==> src/logic/i2c_mode_pkg.sv <==
// Shared constants and types for the two-wire mode control block
package i2c_mode_pkg;
  // Timing
  localparam int CLK_PERIOD_NS = 20;
  localparam int BIT_PERIOD_NS = 10000;
  localparam int QUARTER_CYC = BIT_PERIOD_NS / (4 * CLK_PERIOD_NS);
  localparam int FIFO_DEPTH = 16;
  // Register byte offsets
  localparam logic [7:0] OFF_MODE = 8'h00;
  localparam logic [7:0] OFF_STATUS = 8'h04;
  localparam logic [7:0] OFF_TXDATA = 8'h08;
  localparam logic [7:0] OFF_RXDATA = 8'h0C;
  localparam logic [7:0] OFF_TARGET = 8'h10;
  localparam logic [7:0] OFF_COUNT = 8'h14;
  // Mode register fields
  localparam int BC_LSB = 0;
  localparam int FDF_BIT = 3;
  localparam int STB_BIT = 4;
  localparam int IRS_BIT = 5;
  localparam int DLB_BIT = 6;
  localparam int RM_BIT = 7;
  localparam int XA_BIT = 8;
  localparam int TRX_BIT = 9;
  localparam int MST_BIT = 10;
  localparam int STP_BIT = 11;
  localparam int STT_BIT = 13;
  localparam logic [15:0] MODE_RESET = 16'h0000;
  localparam logic [15:0] MODE_WMASK = 16'h2FFF;
  // Status register fields
  localparam int ST_BUSY = 0;
  localparam int ST_NACK = 1;
  localparam int ST_TXRDY = 2;
  localparam int ST_RXRDY = 3;
  localparam int ST_SLV = 4;
  localparam int ST_ARDY = 5;
  // Bus constants
  localparam logic [7:0] START_BYTE = 8'h01;
  localparam logic [4:0] TEN_BIT_HDR = 5'h1E;
  localparam logic [1:0] RESP_OKAY = 2'h0;
  localparam logic [1:0] RESP_SLVERR = 2'h2;
  typedef enum logic [1:0] {SYM_START, SYM_STOP, SYM_BIT} sym_t;
  typedef enum logic [3:0] {
    M_IDLE, M_START, M_SBYTE, M_SACK, M_RSTART, M_ADDR, M_AACK,
    M_LOAD, M_DATA, M_DACK, M_HOLD, M_STOP
  } mstate_t;
endpackage : i2c_mode_pkg

==> src/logic/sync_fifo.sv <==
// Synchronous FIFO with valid/ready on both sides
`timescale 1ns/1ps
`default_nettype none
module sync_fifo #(
  parameter int WIDTH = 8,
  parameter int DEPTH = i2c_mode_pkg::FIFO_DEPTH
) (
  // Clock and reset
  input wire logic aclk,
  input wire logic aresetn,
  // Fill side
  input wire logic in_valid,
  input wire logic [WIDTH-1:0] in_data,
  output logic in_ready,
  // Drain side
  output logic out_valid,
  output logic [WIDTH-1:0] out_data,
  input wire logic out_ready
);
  import i2c_mode_pkg::*;
  localparam int PW = $clog2(DEPTH);
  if (DEPTH < 2 || (1 << PW) != DEPTH) begin : g_bad_depth
    $error("sync_fifo: DEPTH must be a power of two of at least 2");
  end
  typedef struct packed {
    logic [DEPTH-1:0][WIDTH-1:0] mem;
    logic [PW-1:0] wp;
    logic [PW-1:0] rp;
    logic [PW:0] cnt;
  } fifo_t;
  fifo_t s_r, s_nxt;
  logic push, pop;

  assign in_ready = s_r.cnt != (PW+1)'(DEPTH);
  assign out_valid = s_r.cnt != '0;
  assign out_data = s_r.mem[s_r.rp];
  assign push = in_valid && in_ready;
  assign pop = out_valid && out_ready;

  always_comb begin
    s_nxt = s_r;
    if (push) begin
      s_nxt.mem[s_r.wp] = in_data;
      s_nxt.wp = s_r.wp + PW'(1);
    end
    if (pop) begin
      s_nxt.rp = s_r.rp + PW'(1);
    end
    s_nxt.cnt = s_r.cnt + (PW+1)'(push) - (PW+1)'(pop);
    if (!aresetn) begin
      s_nxt = '0;
    end
  end

  always_ff @(posedge aclk) begin
    s_r <= s_nxt;
  end
endmodule : sync_fifo
`default_nettype wire

==> src/logic/bus_symbol_engine.sv <==
// Produces one bus symbol (START, STOP or one data bit) in four quarter phases
`timescale 1ns/1ps
`default_nettype none
module bus_symbol_engine #(
  parameter int QUARTER = i2c_mode_pkg::QUARTER_CYC
) (
  // Clock and reset
  input wire logic aclk,
  input wire logic aresetn,
  input wire logic abort,
  // Symbol request
  input wire logic sym_valid,
  input wire i2c_mode_pkg::sym_t sym_kind,
  input wire logic sym_bit,
  output logic sym_ready,
  output logic sym_done,
  output logic sym_sample,
  // Bus lines
  input wire logic sda_in,
  output logic scl_drive_n,
  output logic sda_drive_n
);
  import i2c_mode_pkg::*;
  localparam int CW = $clog2(QUARTER + 1);
  if (QUARTER < 1) begin : g_bad_quarter
    $error("bus_symbol_engine: QUARTER must be at least 1");
  end
  typedef struct packed {
    logic busy;
    logic [1:0] phase;
    logic [CW-1:0] cnt;
    sym_t kind;
    logic bit_v;
    logic scl_low;
    logic sda_low;
    logic done;
    logic sample;
  } eng_t;
  eng_t s_r, s_nxt;

  // Returns {scl_low, sda_low} for a phase
  function automatic logic [1:0] lines(sym_t k, logic [1:0] ph, logic b, logic scl_now);
    case (k)
      SYM_START: lines = (ph == 2'h3) ? 2'h3 : (ph == 2'h2) ? 2'h1 :
                         (ph == 2'h1) ? 2'h0 : {scl_now, 1'b0};
      SYM_STOP: lines = (ph == 2'h0) ? 2'h3 : (ph == 2'h3) ? 2'h0 : 2'h1;
      default: lines = {ph == 2'h0 || ph == 2'h3, ~b};
    endcase
  endfunction

  assign sym_ready = !s_r.busy;
  assign sym_done = s_r.done;
  assign sym_sample = s_r.sample;
  assign scl_drive_n = !s_r.scl_low;
  assign sda_drive_n = !s_r.sda_low;

  always_comb begin
    s_nxt = s_r;
    s_nxt.done = 1'b0;
    if (!s_r.busy) begin
      if (sym_valid) begin
        s_nxt.busy = 1'b1;
        s_nxt.phase = 2'h0;
        s_nxt.cnt = '0;
        s_nxt.kind = sym_kind;
        s_nxt.bit_v = sym_bit;
      end
    end else if (s_r.cnt == CW'(QUARTER - 1)) begin
      s_nxt.cnt = '0;
      if (s_r.phase == 2'h2) begin
        s_nxt.sample = sda_in;
      end
      if (s_r.phase == 2'h3) begin
        s_nxt.busy = 1'b0;
        s_nxt.done = 1'b1;
      end
      s_nxt.phase = s_r.phase + 2'h1;
    end else begin
      s_nxt.cnt = s_r.cnt + CW'(1);
    end
    // Lines keep their last level between symbols
    if (s_nxt.busy) begin
      {s_nxt.scl_low, s_nxt.sda_low} = lines(s_nxt.kind, s_nxt.phase, s_nxt.bit_v, s_r.scl_low);
    end
    if (!aresetn || abort) begin
      s_nxt = '0;
    end
  end

  always_ff @(posedge aclk) begin
    s_r <= s_nxt;
  end
endmodule : bus_symbol_engine
`default_nettype wire

==> src/logic/i2c_mode_ctrl.sv <==
// Two-wire bus controller: mode register low fields, master sequencer, AXI4-Lite slave
// Functional notes
// RQ1: While the run bit is 0 the module is held disabled and every status flag returns to 0.
// RQ2: Setting the run bit enables the module and leaves both bus lines released.
// RQ3: With start byte mode, a master start sends START, byte 01h, a dummy ack clock, repeated START.
// RQ4: As a slave the block ignores a START byte, whatever start byte mode holds.
// RQ5: With free format off, transfers carry the 7-bit or 10-bit address chosen by expanded mode.
// RQ6: With free format on, no address is sent and data follows the START directly.
// RQ7: Software must not enable free format while loopback is set.
// RQ8: The bit count field sets the data byte width: 0 means 8 bits, 1 to 7 mean that many.
// RQ9: Address bytes are always 8 bits whatever the bit count field holds.
// RQ10: The programmed data width must match the width used by the far device.
// RQ11: Fewer than 8 received bits are right-justified in the receive data register.
// RQ12: Software writes short transmit data right-justified.
// RQ13: Bit 12 of the mode register ignores writes and reads as 0.
// RQ14: Expanded mode 0 sends the low seven target bits, 1 sends the low ten bits.
// RQ15: A non-repeat master start sends START, address and byte count data bytes.
// RQ16: While the run bit is 0 both lines stay released and bus activity is ignored.
//
// Decided for this implementation: the placing of the registers and the AXI4-Lite interface to the registers.
`timescale 1ns/1ps
`default_nettype none
module i2c_mode_ctrl #(
  parameter int QUARTER = i2c_mode_pkg::QUARTER_CYC,
  parameter int TX_DEPTH = i2c_mode_pkg::FIFO_DEPTH
) (
  // Clock and reset
  input wire logic aclk,
  input wire logic aresetn,
  // AXI4-Lite write
  input wire logic [7:0] awaddr,
  input wire logic awvalid,
  output logic awready,
  input wire logic [31:0] wdata,
  input wire logic [3:0] wstrb,
  input wire logic wvalid,
  output logic wready,
  output logic [1:0] bresp,
  output logic bvalid,
  input wire logic bready,
  // AXI4-Lite read
  input wire logic [7:0] araddr,
  input wire logic arvalid,
  output logic arready,
  output logic [31:0] rdata,
  output logic [1:0] rresp,
  output logic rvalid,
  input wire logic rready,
  // Bus lines
  input wire logic scl_in,
  output logic scl_out,
  output logic scl_oe_n,
  input wire logic sda_in,
  output logic sda_out,
  output logic sda_oe_n
);
  import i2c_mode_pkg::*;
  typedef struct packed {
    logic [15:0] mode;
    logic [9:0] target;
    logic [15:0] count;
    logic [15:0] cntdn;
    logic [7:0] rxdata;
    logic nack;
    logic rxrdy;
    logic slv;
    logic ardy;
    mstate_t st;
    logic req;
    sym_t kind;
    logic bitv;
    logic [7:0] shift;
    logic [3:0] bits;
    logic addr2;
    logic awv;
    logic wv;
    logic [7:0] awa;
    logic [31:0] wd;
    logic [3:0] ws;
    logic bvalid;
    logic [1:0] bresp;
    logic rvalid;
    logic [31:0] rdata;
    logic [1:0] rresp;
    logic pscl;
    logic psda;
    logic sact;
    logic sfirst;
    logic [3:0] sbits;
    logic [7:0] sbyte;
  } ctl_t;
  ctl_t s_r, s_nxt;

  logic module_run_enable, stb, fdf, xa, rm, trx, mst, stp, start_request;
  logic [2:0] bc;
  logic sym_ready, sym_done, sym_sample;
  logic tx_ready, tx_valid, push, pop, wr_fire, last_byte;
  logic [7:0] tx_data, rx_val;
  logic [5:0] status;
  logic sb_done;
  logic [7:0] sb_val;

  function automatic logic [3:0] width_of(logic [2:0] code);
    width_of = (code == 3'h0) ? 4'h8 : {1'b0, code};
  endfunction

  assign module_run_enable = s_r.mode[IRS_BIT];
  assign stb = s_r.mode[STB_BIT];
  assign fdf = s_r.mode[FDF_BIT];
  assign xa = s_r.mode[XA_BIT];
  assign rm = s_r.mode[RM_BIT];
  assign trx = s_r.mode[TRX_BIT];
  assign mst = s_r.mode[MST_BIT];
  assign stp = s_r.mode[STP_BIT];
  assign start_request = s_r.mode[STT_BIT];
  assign bc = s_r.mode[BC_LSB +: 3];
  assign last_byte = !rm && s_r.cntdn == 16'h0000;
  assign rx_val = {s_r.shift[6:0], sym_sample};
  assign sb_val = {s_r.sbyte[6:0], sda_in};
  assign sb_done = s_r.sact && !s_r.pscl && scl_in && s_r.sbits == 4'h7;
  assign status = {s_r.ardy, s_r.slv, s_r.rxrdy, tx_ready && module_run_enable, s_r.nack,
                   s_r.st != M_IDLE};

  // Handshakes
  assign awready = !s_r.awv;
  assign wready = !s_r.wv;
  assign bvalid = s_r.bvalid;
  assign bresp = s_r.bresp;
  assign arready = !s_r.rvalid;
  assign rvalid = s_r.rvalid;
  assign rdata = s_r.rdata;
  assign rresp = s_r.rresp;
  assign wr_fire = s_r.awv && s_r.wv && !s_r.bvalid && (s_r.awa != OFF_TXDATA || tx_ready);
  assign push = wr_fire && s_r.awa == OFF_TXDATA && s_r.ws[0];
  assign pop = s_r.st == M_LOAD && trx && tx_valid && !last_byte && !(rm && stp);
  // Open-drain: only ever pulls low
  assign scl_out = 1'b0;
  assign sda_out = 1'b0;

  sync_fifo #(.WIDTH(8), .DEPTH(TX_DEPTH)) u_tx_fifo (
    .aclk(aclk),
    .aresetn(aresetn && module_run_enable),
    .in_valid(push),
    .in_data(s_r.wd[7:0]),
    .in_ready(tx_ready),
    .out_valid(tx_valid),
    .out_data(tx_data),
    .out_ready(pop)
  );

  bus_symbol_engine #(.QUARTER(QUARTER)) u_engine (
    .aclk(aclk),
    .aresetn(aresetn),
    .abort(!module_run_enable),
    .sym_valid(s_r.req),
    .sym_kind(s_r.kind),
    .sym_bit(s_r.bitv),
    .sym_ready(sym_ready),
    .sym_done(sym_done),
    .sym_sample(sym_sample),
    .sda_in(sda_in),
    .scl_drive_n(scl_oe_n),
    .sda_drive_n(sda_oe_n)
  );

  //////////////////////////////////////////////////////////////////////////////
  always_comb begin
    logic [15:0] wm;
    wm = MODE_WMASK & {{8{s_r.ws[1]}}, {8{s_r.ws[0]}}};
    s_nxt = s_r;
    if (s_r.req && sym_ready) begin
      s_nxt.req = 1'b0;
    end
    // Register writes
    if (awvalid && awready) begin
      s_nxt.awv = 1'b1;
      s_nxt.awa = awaddr;
    end
    if (wvalid && wready) begin
      s_nxt.wv = 1'b1;
      s_nxt.wd = wdata;
      s_nxt.ws = wstrb;
    end
    if (s_r.bvalid && bready) begin
      s_nxt.bvalid = 1'b0;
    end
    if (wr_fire) begin
      s_nxt.awv = 1'b0;
      s_nxt.wv = 1'b0;
      s_nxt.bvalid = 1'b1;
      s_nxt.bresp = RESP_OKAY;
      case (s_r.awa)
        OFF_MODE: begin
          s_nxt.mode = (s_r.mode & ~wm) | (s_r.wd[15:0] & wm); // RQ13
          if (!s_nxt.mode[IRS_BIT]) begin
            s_nxt.mode[STP_BIT] = 1'b0;
            s_nxt.mode[STT_BIT] = 1'b0;
          end
        end
        OFF_STATUS: begin
          if (s_r.ws[0]) begin
            s_nxt.nack = s_r.nack && !s_r.wd[ST_NACK];
            s_nxt.slv = s_r.slv && !s_r.wd[ST_SLV];
            s_nxt.ardy = s_r.ardy && !s_r.wd[ST_ARDY];
          end
        end
        OFF_TXDATA: ;
        OFF_RXDATA: ;
        OFF_TARGET: begin
          if (s_r.ws[0]) s_nxt.target[7:0] = s_r.wd[7:0];
          if (s_r.ws[1]) s_nxt.target[9:8] = s_r.wd[9:8];
        end
        OFF_COUNT: begin
          if (s_r.ws[0]) s_nxt.count[7:0] = s_r.wd[7:0];
          if (s_r.ws[1]) s_nxt.count[15:8] = s_r.wd[15:8];
        end
        default: s_nxt.bresp = RESP_SLVERR;
      endcase
    end
    // Register reads
    if (s_r.rvalid && rready) begin
      s_nxt.rvalid = 1'b0;
    end
    if (arvalid && arready) begin
      s_nxt.rvalid = 1'b1;
      s_nxt.rresp = RESP_OKAY;
      s_nxt.rdata = 32'h0000_0000;
      case (araddr)
        OFF_MODE: s_nxt.rdata = {16'h0000, s_r.mode};
        OFF_STATUS: s_nxt.rdata = {26'h0, status};
        OFF_TXDATA: s_nxt.rdata = 32'h0000_0000;
        OFF_RXDATA: begin
          s_nxt.rdata = {24'h0, s_r.rxdata};
          s_nxt.rxrdy = 1'b0;
        end
        OFF_TARGET: s_nxt.rdata = {22'h0, s_r.target};
        OFF_COUNT: s_nxt.rdata = {16'h0000, s_r.count};
        default: s_nxt.rresp = RESP_SLVERR;
      endcase
    end
    // Master sequencer
    case (s_r.st)
      M_IDLE: begin
        if (module_run_enable && mst && start_request) begin
          s_nxt.mode[STT_BIT] = 1'b0;
          s_nxt.cntdn = s_r.count; // RQ15
          s_nxt.st = M_START;
          s_nxt.req = 1'b1;
          s_nxt.kind = SYM_START;
        end
      end
      M_START, M_RSTART: begin
        if (sym_done) begin
          s_nxt.req = 1'b1;
          s_nxt.kind = SYM_BIT;
          s_nxt.bits = 4'h8; // RQ9
          if (s_r.st == M_START && stb) begin
            s_nxt.st = M_SBYTE; // RQ3
            s_nxt.shift = START_BYTE;
            s_nxt.bitv = START_BYTE[7];
          end else if (fdf) begin
            s_nxt.st = M_LOAD; // RQ6
            s_nxt.req = 1'b0;
          end else begin
            s_nxt.st = M_ADDR; // RQ5
            s_nxt.addr2 = xa;
            // RQ14
            s_nxt.shift = xa ? {TEN_BIT_HDR, s_r.target[9:8], ~trx} : {s_r.target[6:0], ~trx};
            s_nxt.bitv = s_nxt.shift[7];
          end
        end
      end
      M_SBYTE, M_ADDR: begin
        if (sym_done) begin
          s_nxt.req = 1'b1;
          s_nxt.shift = s_r.shift << 1;
          s_nxt.bits = s_r.bits - 4'h1;
          s_nxt.bitv = s_r.shift[6];
          if (s_r.bits == 4'h1) begin
            s_nxt.st = (s_r.st == M_SBYTE) ? M_SACK : M_AACK;
            s_nxt.bitv = 1'b1;
          end
        end
      end
      M_SACK: begin
        if (sym_done) begin
          s_nxt.st = M_RSTART; // RQ3
          s_nxt.req = 1'b1;
          s_nxt.kind = SYM_START;
        end
      end
      M_AACK: begin
        if (sym_done) begin
          if (sym_sample) begin
            s_nxt.nack = 1'b1;
            s_nxt.st = M_STOP;
            s_nxt.req = 1'b1;
            s_nxt.kind = SYM_STOP;
          end else if (s_r.addr2) begin
            s_nxt.addr2 = 1'b0;
            s_nxt.st = M_ADDR;
            s_nxt.shift = s_r.target[7:0];
            s_nxt.bits = 4'h8; // RQ9
            s_nxt.req = 1'b1;
            s_nxt.bitv = s_r.target[7];
          end else begin
            s_nxt.st = M_LOAD;
          end
        end
      end
      M_LOAD: begin
        if (last_byte || (rm && stp)) begin
          s_nxt.ardy = 1'b1;
          s_nxt.st = stp ? M_STOP : M_HOLD; // RQ15
          s_nxt.req = stp;
          s_nxt.kind = SYM_STOP;
        end else if (!trx || tx_valid) begin
          s_nxt.bits = width_of(bc); // RQ8
          s_nxt.shift = trx ? tx_data << (4'h8 - width_of(bc)) : 8'h00;
          s_nxt.bitv = trx ? s_nxt.shift[7] : 1'b1;
          s_nxt.cntdn = rm ? s_r.cntdn : s_r.cntdn - 16'h0001;
          s_nxt.st = M_DATA;
          s_nxt.req = 1'b1;
          s_nxt.kind = SYM_BIT;
        end
      end
      M_DATA: begin
        if (sym_done) begin
          s_nxt.req = 1'b1;
          s_nxt.shift = trx ? s_r.shift << 1 : rx_val;
          s_nxt.bits = s_r.bits - 4'h1;
          s_nxt.bitv = trx ? s_r.shift[6] : 1'b1;
          if (s_r.bits == 4'h1) begin
            s_nxt.st = M_DACK;
            s_nxt.bitv = trx || last_byte;
            if (!trx) begin
              s_nxt.rxdata = rx_val; // RQ11
              s_nxt.rxrdy = 1'b1;
            end
          end
        end
      end
      M_DACK: begin
        if (sym_done) begin
          if (trx && sym_sample) begin
            s_nxt.nack = 1'b1;
            s_nxt.st = M_STOP;
            s_nxt.req = 1'b1;
            s_nxt.kind = SYM_STOP;
          end else begin
            s_nxt.st = M_LOAD;
          end
        end
      end
      M_HOLD: begin
        if (start_request) begin
          s_nxt.mode[STT_BIT] = 1'b0;
          s_nxt.cntdn = s_r.count;
          s_nxt.st = M_START;
          s_nxt.req = 1'b1;
          s_nxt.kind = SYM_START;
        end else if (stp) begin
          s_nxt.st = M_STOP;
          s_nxt.req = 1'b1;
          s_nxt.kind = SYM_STOP;
        end
      end
      M_STOP: begin
        if (sym_done) begin
          s_nxt.mode[STP_BIT] = 1'b0;
          s_nxt.mode[MST_BIT] = 1'b0;
          s_nxt.st = M_IDLE;
        end
      end
      default: s_nxt.st = M_IDLE;
    endcase
    // Slave listener: watches for START and the first byte
    s_nxt.pscl = scl_in;
    s_nxt.psda = sda_in;
    if (module_run_enable && s_r.st == M_IDLE && !mst) begin
      if (s_r.pscl && scl_in && s_r.psda && !sda_in) begin
        s_nxt.sact = 1'b1;
        s_nxt.sfirst = 1'b1;
        s_nxt.sbits = 4'h0;
      end else if (s_r.pscl && scl_in && !s_r.psda && sda_in) begin
        s_nxt.sact = 1'b0;
      end else if (s_r.sact && !s_r.pscl && scl_in) begin
        s_nxt.sbyte = sb_val;
        s_nxt.sbits = (s_r.sbits == 4'h8) ? 4'h0 : s_r.sbits + 4'h1;
        if (sb_done && s_r.sfirst && sb_val != START_BYTE) begin // RQ4
          s_nxt.slv = 1'b1;
          s_nxt.sfirst = 1'b0;
        end
      end
    end else begin
      s_nxt.sact = 1'b0; // RQ16
    end
    // Disabled module: idle sequencer and default status
    if (!module_run_enable) begin
      s_nxt.st = M_IDLE; // RQ1
      s_nxt.req = 1'b0; // RQ2
      s_nxt.nack = 1'b0;
      s_nxt.rxrdy = 1'b0;
      s_nxt.slv = 1'b0;
      s_nxt.ardy = 1'b0;
    end
    if (!aresetn) begin
      s_nxt = '0;
      s_nxt.mode = MODE_RESET;
    end
  end

  always_ff @(posedge aclk) begin
    s_r <= s_nxt;
  end
endmodule : i2c_mode_ctrl
`default_nettype wire

==> config.mk <==
export PLATFORM = sky130hd
export DESIGN_NAME = i2c_mode_ctrl
export DESIGN_NICKNAME = d
export VERILOG_FILES = /design/src/logic/i2c_mode_pkg.sv /design/src/logic/sync_fifo.sv /design/src/logic/bus_symbol_engine.sv /design/src/logic/i2c_mode_ctrl.sv
export SDC_FILE = /design/constraint.sdc
export NUM_CORES = 1
export LEC_CHECK = 0
export BUFFER_PORTS_ARGS = -buffer_cell sky130_fd_sc_hd__buf_2
export CORE_AREA = 2 2 156 158
export DETAILED_ROUTE_END_ITERATION = 16
export DIE_AREA = 0 0 158 160
export PLACE_DENSITY = 0.83
export SLEW_MARGIN = 25
export SYNTH_ARGS = -nofsm -noshare
export SYNTH_HDL_FRONTEND = slang
export SYNTH_SLANG_ARGS = --single-unit
==> constraint.sdc <==
create_clock -name aclk -period 5.55 [get_ports aclk]
set_input_delay 0.555 -clock aclk [delete_from_list [all_inputs] [get_ports aclk]]
set_output_delay 0.555 -clock aclk [all_outputs]
set_load 0.005 [all_outputs]
After elaboration in Yosys (flattened, before gate mapping)

Cells that the tools add are included.

Register bits after elaboration: 330
Bits of input ports: 61
Output and inout bits: 45
Word-level logic and storage cells: 383

$add $sub $neg: 10
$lt $le $gt $ge: 3
Equality and inequality tests: 59
Shifts and indexed selects: 1
Muxes and demuxes: 125
Bitwise operators: 11
Reduce and logical (&&, ||, !) cells: 111

Operators with widths:

| operator                                             | count |
|---|---|
| bitwise mux 128 bit                                  | 1 |
| two-way mux 16 bit                                   | 6 |
| case mux 16 bit (5 select lines)                     | 1 |
| two-way mux 13 bit                                   | 6 |
| case mux 13 bit (5 select lines)                     | 1 |
| two-way mux 8 bit                                    | 7 |
| two-way mux 7 bit                                    | 7 |
| case mux 16 bit (3 select lines)                     | 1 |
| two-way mux 1 bit                                    | 43 |
| two-way mux 14 bit                                   | 3 |
| two-way mux 21 bit                                   | 2 |
| logical AND 1 bit                                    | 41 |
| two-way mux 40 bit                                   | 1 |
| case mux 4 bit (10 select lines)                     | 1 |
| two-way mux 35 bit                                   | 1 |
| binary-select mux 8 bit (select 4 bit)               | 1 |
| demux 8 bit (select 4 bit)                           | 1 |
| equality test 8 x 4 -> 1 bit (second input constant) | 4 |
| equality test 8 x 5 -> 1 bit (second input constant) | 4 |
| two-way mux 2 bit                                    | 15 |
| two-way mux 4 bit                                    | 6 |
| inequality test 2 bit (second input constant)        | 12 |
| equality test 4 x 3 -> 1 bit (second input constant) | 5 |
| equality test 4 bit (second input constant)          | 5 |
| other kinds (61)                                     | 145 |

Logic depth before layout (Yosys ltp)

Word-level depth: 11
Depth in mapped cells: 14
Gate-level depth less buffers: 14

Hierarchy

Synthesis repeated with hierarchy kept, for this count alone.

Cell total of the unflattened synthesis: 1711
Area, all modules: 15867.7 µm²

By module, submodules not included:

| module            | times used | cells each | area an instance (µm²) | sequential area each (µm²) |
|---|---|---|---|---|
| i2c_mode_ctrl     | 1          | 1017       | 8164.1                 | 3002.9 |
| sync_fifo         | 1          | 591        | 6782.8                 | 2822.7 |
| bus_symbol_engine | 1          | 103        | 920.9                  | 340.3 |

Worst setup path after synthesis

No wires, ideal clock.

Kind: flip-flop to flip-flop
Start point: reg s_r[120] (netlist bit)
End point: reg u_tx_fifo.s_r[4] (netlist bit)
Setup time: 0.070 ns
Arrival time: 3.097 ns
Data required time: 5.480 ns
Setup slack: 2.383 ns
Cell stages (with the launch flop): 14
Path buffers: 1
Period minus slack after synthesis: 3.167 ns
Cell sequence: dfxtp_1 buf_2 nand2b_1 nor2_2 nand3_1 nor3_1 ha_1 inv_1 ha_1 fa_1 a21oi_1 nor2_1 or3_1 a21oi_1

Longest elaborated chain between the ends: 7

Ends and longest elaborated chain:

| what                           | RTL line             | text |
|---|---|---|
| from (decl)                    | i2c_mode_ctrl.sv:92  | `ctl_t s_r, s_nxt;` |
| from (signal assigned)         | i2c_mode_ctrl.sv:414 | `s_r <= s_nxt;` |
| equality test 4 x 3 -> 1 bit   | i2c_mode_ctrl.sv:135 | `assign pop = s_r.st == M_LOAD && trx && tx_valid && !last_byte && !(rm && stp);` |
| logical AND 1 bit (4 in a row) | i2c_mode_ctrl.sv:135 |  |
| logical AND 1 bit              | sync_fifo.sv:38      | `assign pop = out_valid && out_ready;` |
| named net u_tx_fifo.pop        | sync_fifo.sv:32      | `logic push, pop;` |
| subtractor 5 x 1 -> 5 bit      | sync_fifo.sv:49      | `s_nxt.cnt = s_r.cnt + (PW+1)'(push) - (PW+1)'(pop);` |
| to (signal assigned)           | sync_fifo.sv:56      | `s_r <= s_nxt;` |
| to (decl)                      | sync_fifo.sv:31      | `fifo_t s_r, s_nxt;` |

The timed path passes the listed nets, and every way through them passes these cells.
A chain may end at the register's enable or synchronous reset.

Worst setup path in the final report

Start point: reg s_r[117] (netlist bit)
End point: reg u_tx_fifo.s_r[4] (netlist bit)

Same word-level chain as after synthesis.

==> flow_summary.ini <==
[die]
die_w_um = 158
die_h_um = 160
initial_utilization_pct = 64.5
io_pins = 106
num_rows = 57
coreArea_um2 = 23800
die_area_um2 = 25300

[grt]
antenna_found_initial = 0
gr-total-overflow = 0
grt_pass1_wl_mm = 64.5
grtUsageTotal_pct = 31.6
grt_max_degree = 113
first_global_vias = 12500

[synthesis]
ys_top_cells_by_area = dfxtp_1 40%, mux2i_1 11%, nor2_1 6.4%
async_flop_share_pct = 0
synth-seq-cells = 308
yosys_warnings = 0
synth_area_um2 = 15400
synth.distinct_cells = 84
ys_seq_area_share_pct = 40.1
synth.largest_area_cell = dfxtp_1
synth_top_area_share_pct = 40.1
ys.flop_type = dfxtp_1
avgSynthCellArea_um2 = 8.54
syn-instance-count = 1798
synth-edff-count = 0

[place]
finalWeightedCongestion = 0.933
dpl_cell_area_um2 = 15400
io_buffer_count = 67
hpwl_mm = 26.6

[critical_path]
critPathMaxFanout = 23
cp.arrival_ns = 4.81
critPathKind = flip-flop to flip-flop
setup.worst_path.start_class = flip-flop
crit_required_ns = 5.99
end_kind = flip-flop

[final_layout]
area_delta_synth_final_pct = 8.11
num-nets-final = 1862
antenna_cells = 0
fin_util_pct = 69.7
drive_gt1_share_pct = 12.4
fill_cells = 1874
mostFrequentLayoutCells = 303 x dfxtp_1, 262 x nor2_1, 182 x nand2_1
final_common_cell = dfxtp_1
finalInstanceArea_um2 = 16600

[sta]
worst_pin_slew_ns = 1.05
finalSetupTns_ns = 0
finalClockSkew_ns = 0.0311
post-route-min-period_ns = 4.38
hold_ws_ns = 0.218
slew_headroom_pct = 29.9
timing.fmax_ghz = 0.229
period_share_pct = 78.8
hold_violations = 0
slew_violations = 0
setup_viol = 0
rsz0062_at_grt = no

[clock_tree]
numCtsBuffers = 34
cts_buffer_depth = 3
clkTransAtPathRegs_ns = 0.06
clkLatencyLatePin_ns = 0.54
cts_hold_buf = 0
cts_setup_buffers = 0
cts.sink_count = 308
cts.repair.resized = 0
h-tree-depth = 2
cts_tree = done
cts-root-buf = clkbuf_16

[hold_path]
hp-class = primary input to flip-flop

[detailed_routing]
vias = 13200
via_per_inst = 6.23
antenna_left = 0
post_drt_wl_per_cell_um = 19.0
drtPass1Iterations = 6
wl_mm = 40.3
drtIter0Drc = 1532
drcViolationCount = 0

[pwr]
peakVddDrop_v = 0.000269
p_per_area_nw_per_um2 = 287
p_leak_nw = 6.40

[run]
maxCapViolCount = 0

[run_status]
status = completed
-- sequential cells by signal, summed over array words and instances, names as in the netlist, named ones only --
| signal | count |
|---|---|
| bresp | 1 |
| bvalid | 1 |
| module_run_enable | 1 |
| mst | 1 |
| rdata | 16 |
| rresp | 1 |
| rvalid | 1 |
| rx_val | 7 |
| s_r | 112 |
| u_engine.s_r | 15 |
| u_engine.sym_done | 1 |
| u_engine.sym_sample | 1 |
| u_tx_fifo.s_r | 141 |
-- cell families (layout without fill, tap and decap cells) --
kind of cell | after synthesis | after routing | synth area share (%)
AOI/OAI and AO/OA | 381 | 381 | 15.4
xor gates and xnor gates | 15 | 15 | 0.855
adders and majority gates | 28 | 28 | 2.33
buffers and inverters | 205 | 185 | 6.75
DFF | 308 | 308 | 40.1
muxes | 213 | 213 | 15.6
other | 1 | 20 | 0.0244
and+or+nand+nor | 647 | 647 | 18.9
-- layout make-up --
type	instances	area, µm²	area share [%]
multi-input combinational	1304	8260	49.7
timing repair buffer	80	433	2.61
tap	324	405	2.44
clock buffer	46	926	5.58
inverter	45	170	1.02
clock inverter	14	241	1.45
sequential	308	6170	37.2
-- where the power goes --
part	internal (W)	switching, W
Combinational	0.0000399	0.0000700
Clock	0.00146	0.000922
Sequential	0.00223	0.0000477
Total	0.00373	0.00104
-- synth_stat cells, types with 18 or more instances --
cell type and count:
nand3_1 73, nor2_1 262, ha_1 27, nand2_1 183, inv_1 42, buf_4 44, a221oi_1 19, dfxtp_1 308
a22oi_1 23, mux2_2 26, mux2i_1 169, o21ai_0 77, clkbuf_1 93, mux4_2 18, nor3_1 28, a21oi_1 155
-- final timing paths --
path	start	endpoint	slack, ns	cells past startpoint
worst max-delay path	s_r[117]$_SDFFE_PN0P_	u_tx_fifo.s_r[4]$_SDFF_PN0_	1.17	13
worst min-delay path	rready	rvalid$_SDFFE_PN0P_	0.22	2
worst max register to register	s_r[117]$_SDFFE_PN0P_	u_tx_fifo.s_r[4]$_SDFF_PN0_	1.17	13
worst min register to register	u_tx_fifo.s_r[106]$_SDFFE_PN0P_	u_tx_fifo.s_r[106]$_SDFFE_PN0P_	0.45	2
-- stage by stage --
stage               std cells  power [W]  setup slack (ns)
detailed placement       2061    0.00243              1.31
finish                   2121    0.00477              1.17
CTS                      2121    0.00478              1.30
global route             2121    0.00488              1.02
global placement         2061    0.00243              1.32
floorplan                1817    0.00239              2.38
-- metal layers --
layer	global-route usage, %	part of all wire [%]
met5	0	0
met4	13.3	4.5
met3	4.15	7.3
met2	52.9	47
met1	40.9	41
-- worst max-delay path: stages (launching register included) --
cell and delay (ns):
dfxtp_1 0.86, nand2_1 0.24, nor2_2 0.15, buf_4 0.27
nand3_1 0.25, nor3_1 0.86, ha_1 0.26, inv_1 0.04
ha_1 0.21, fa_1 0.41, a21oi_1 0.19, nor2_1 0.07
or3_1 0.34, a21oi_1 0.14
Power figures use the tool's default switching activity.
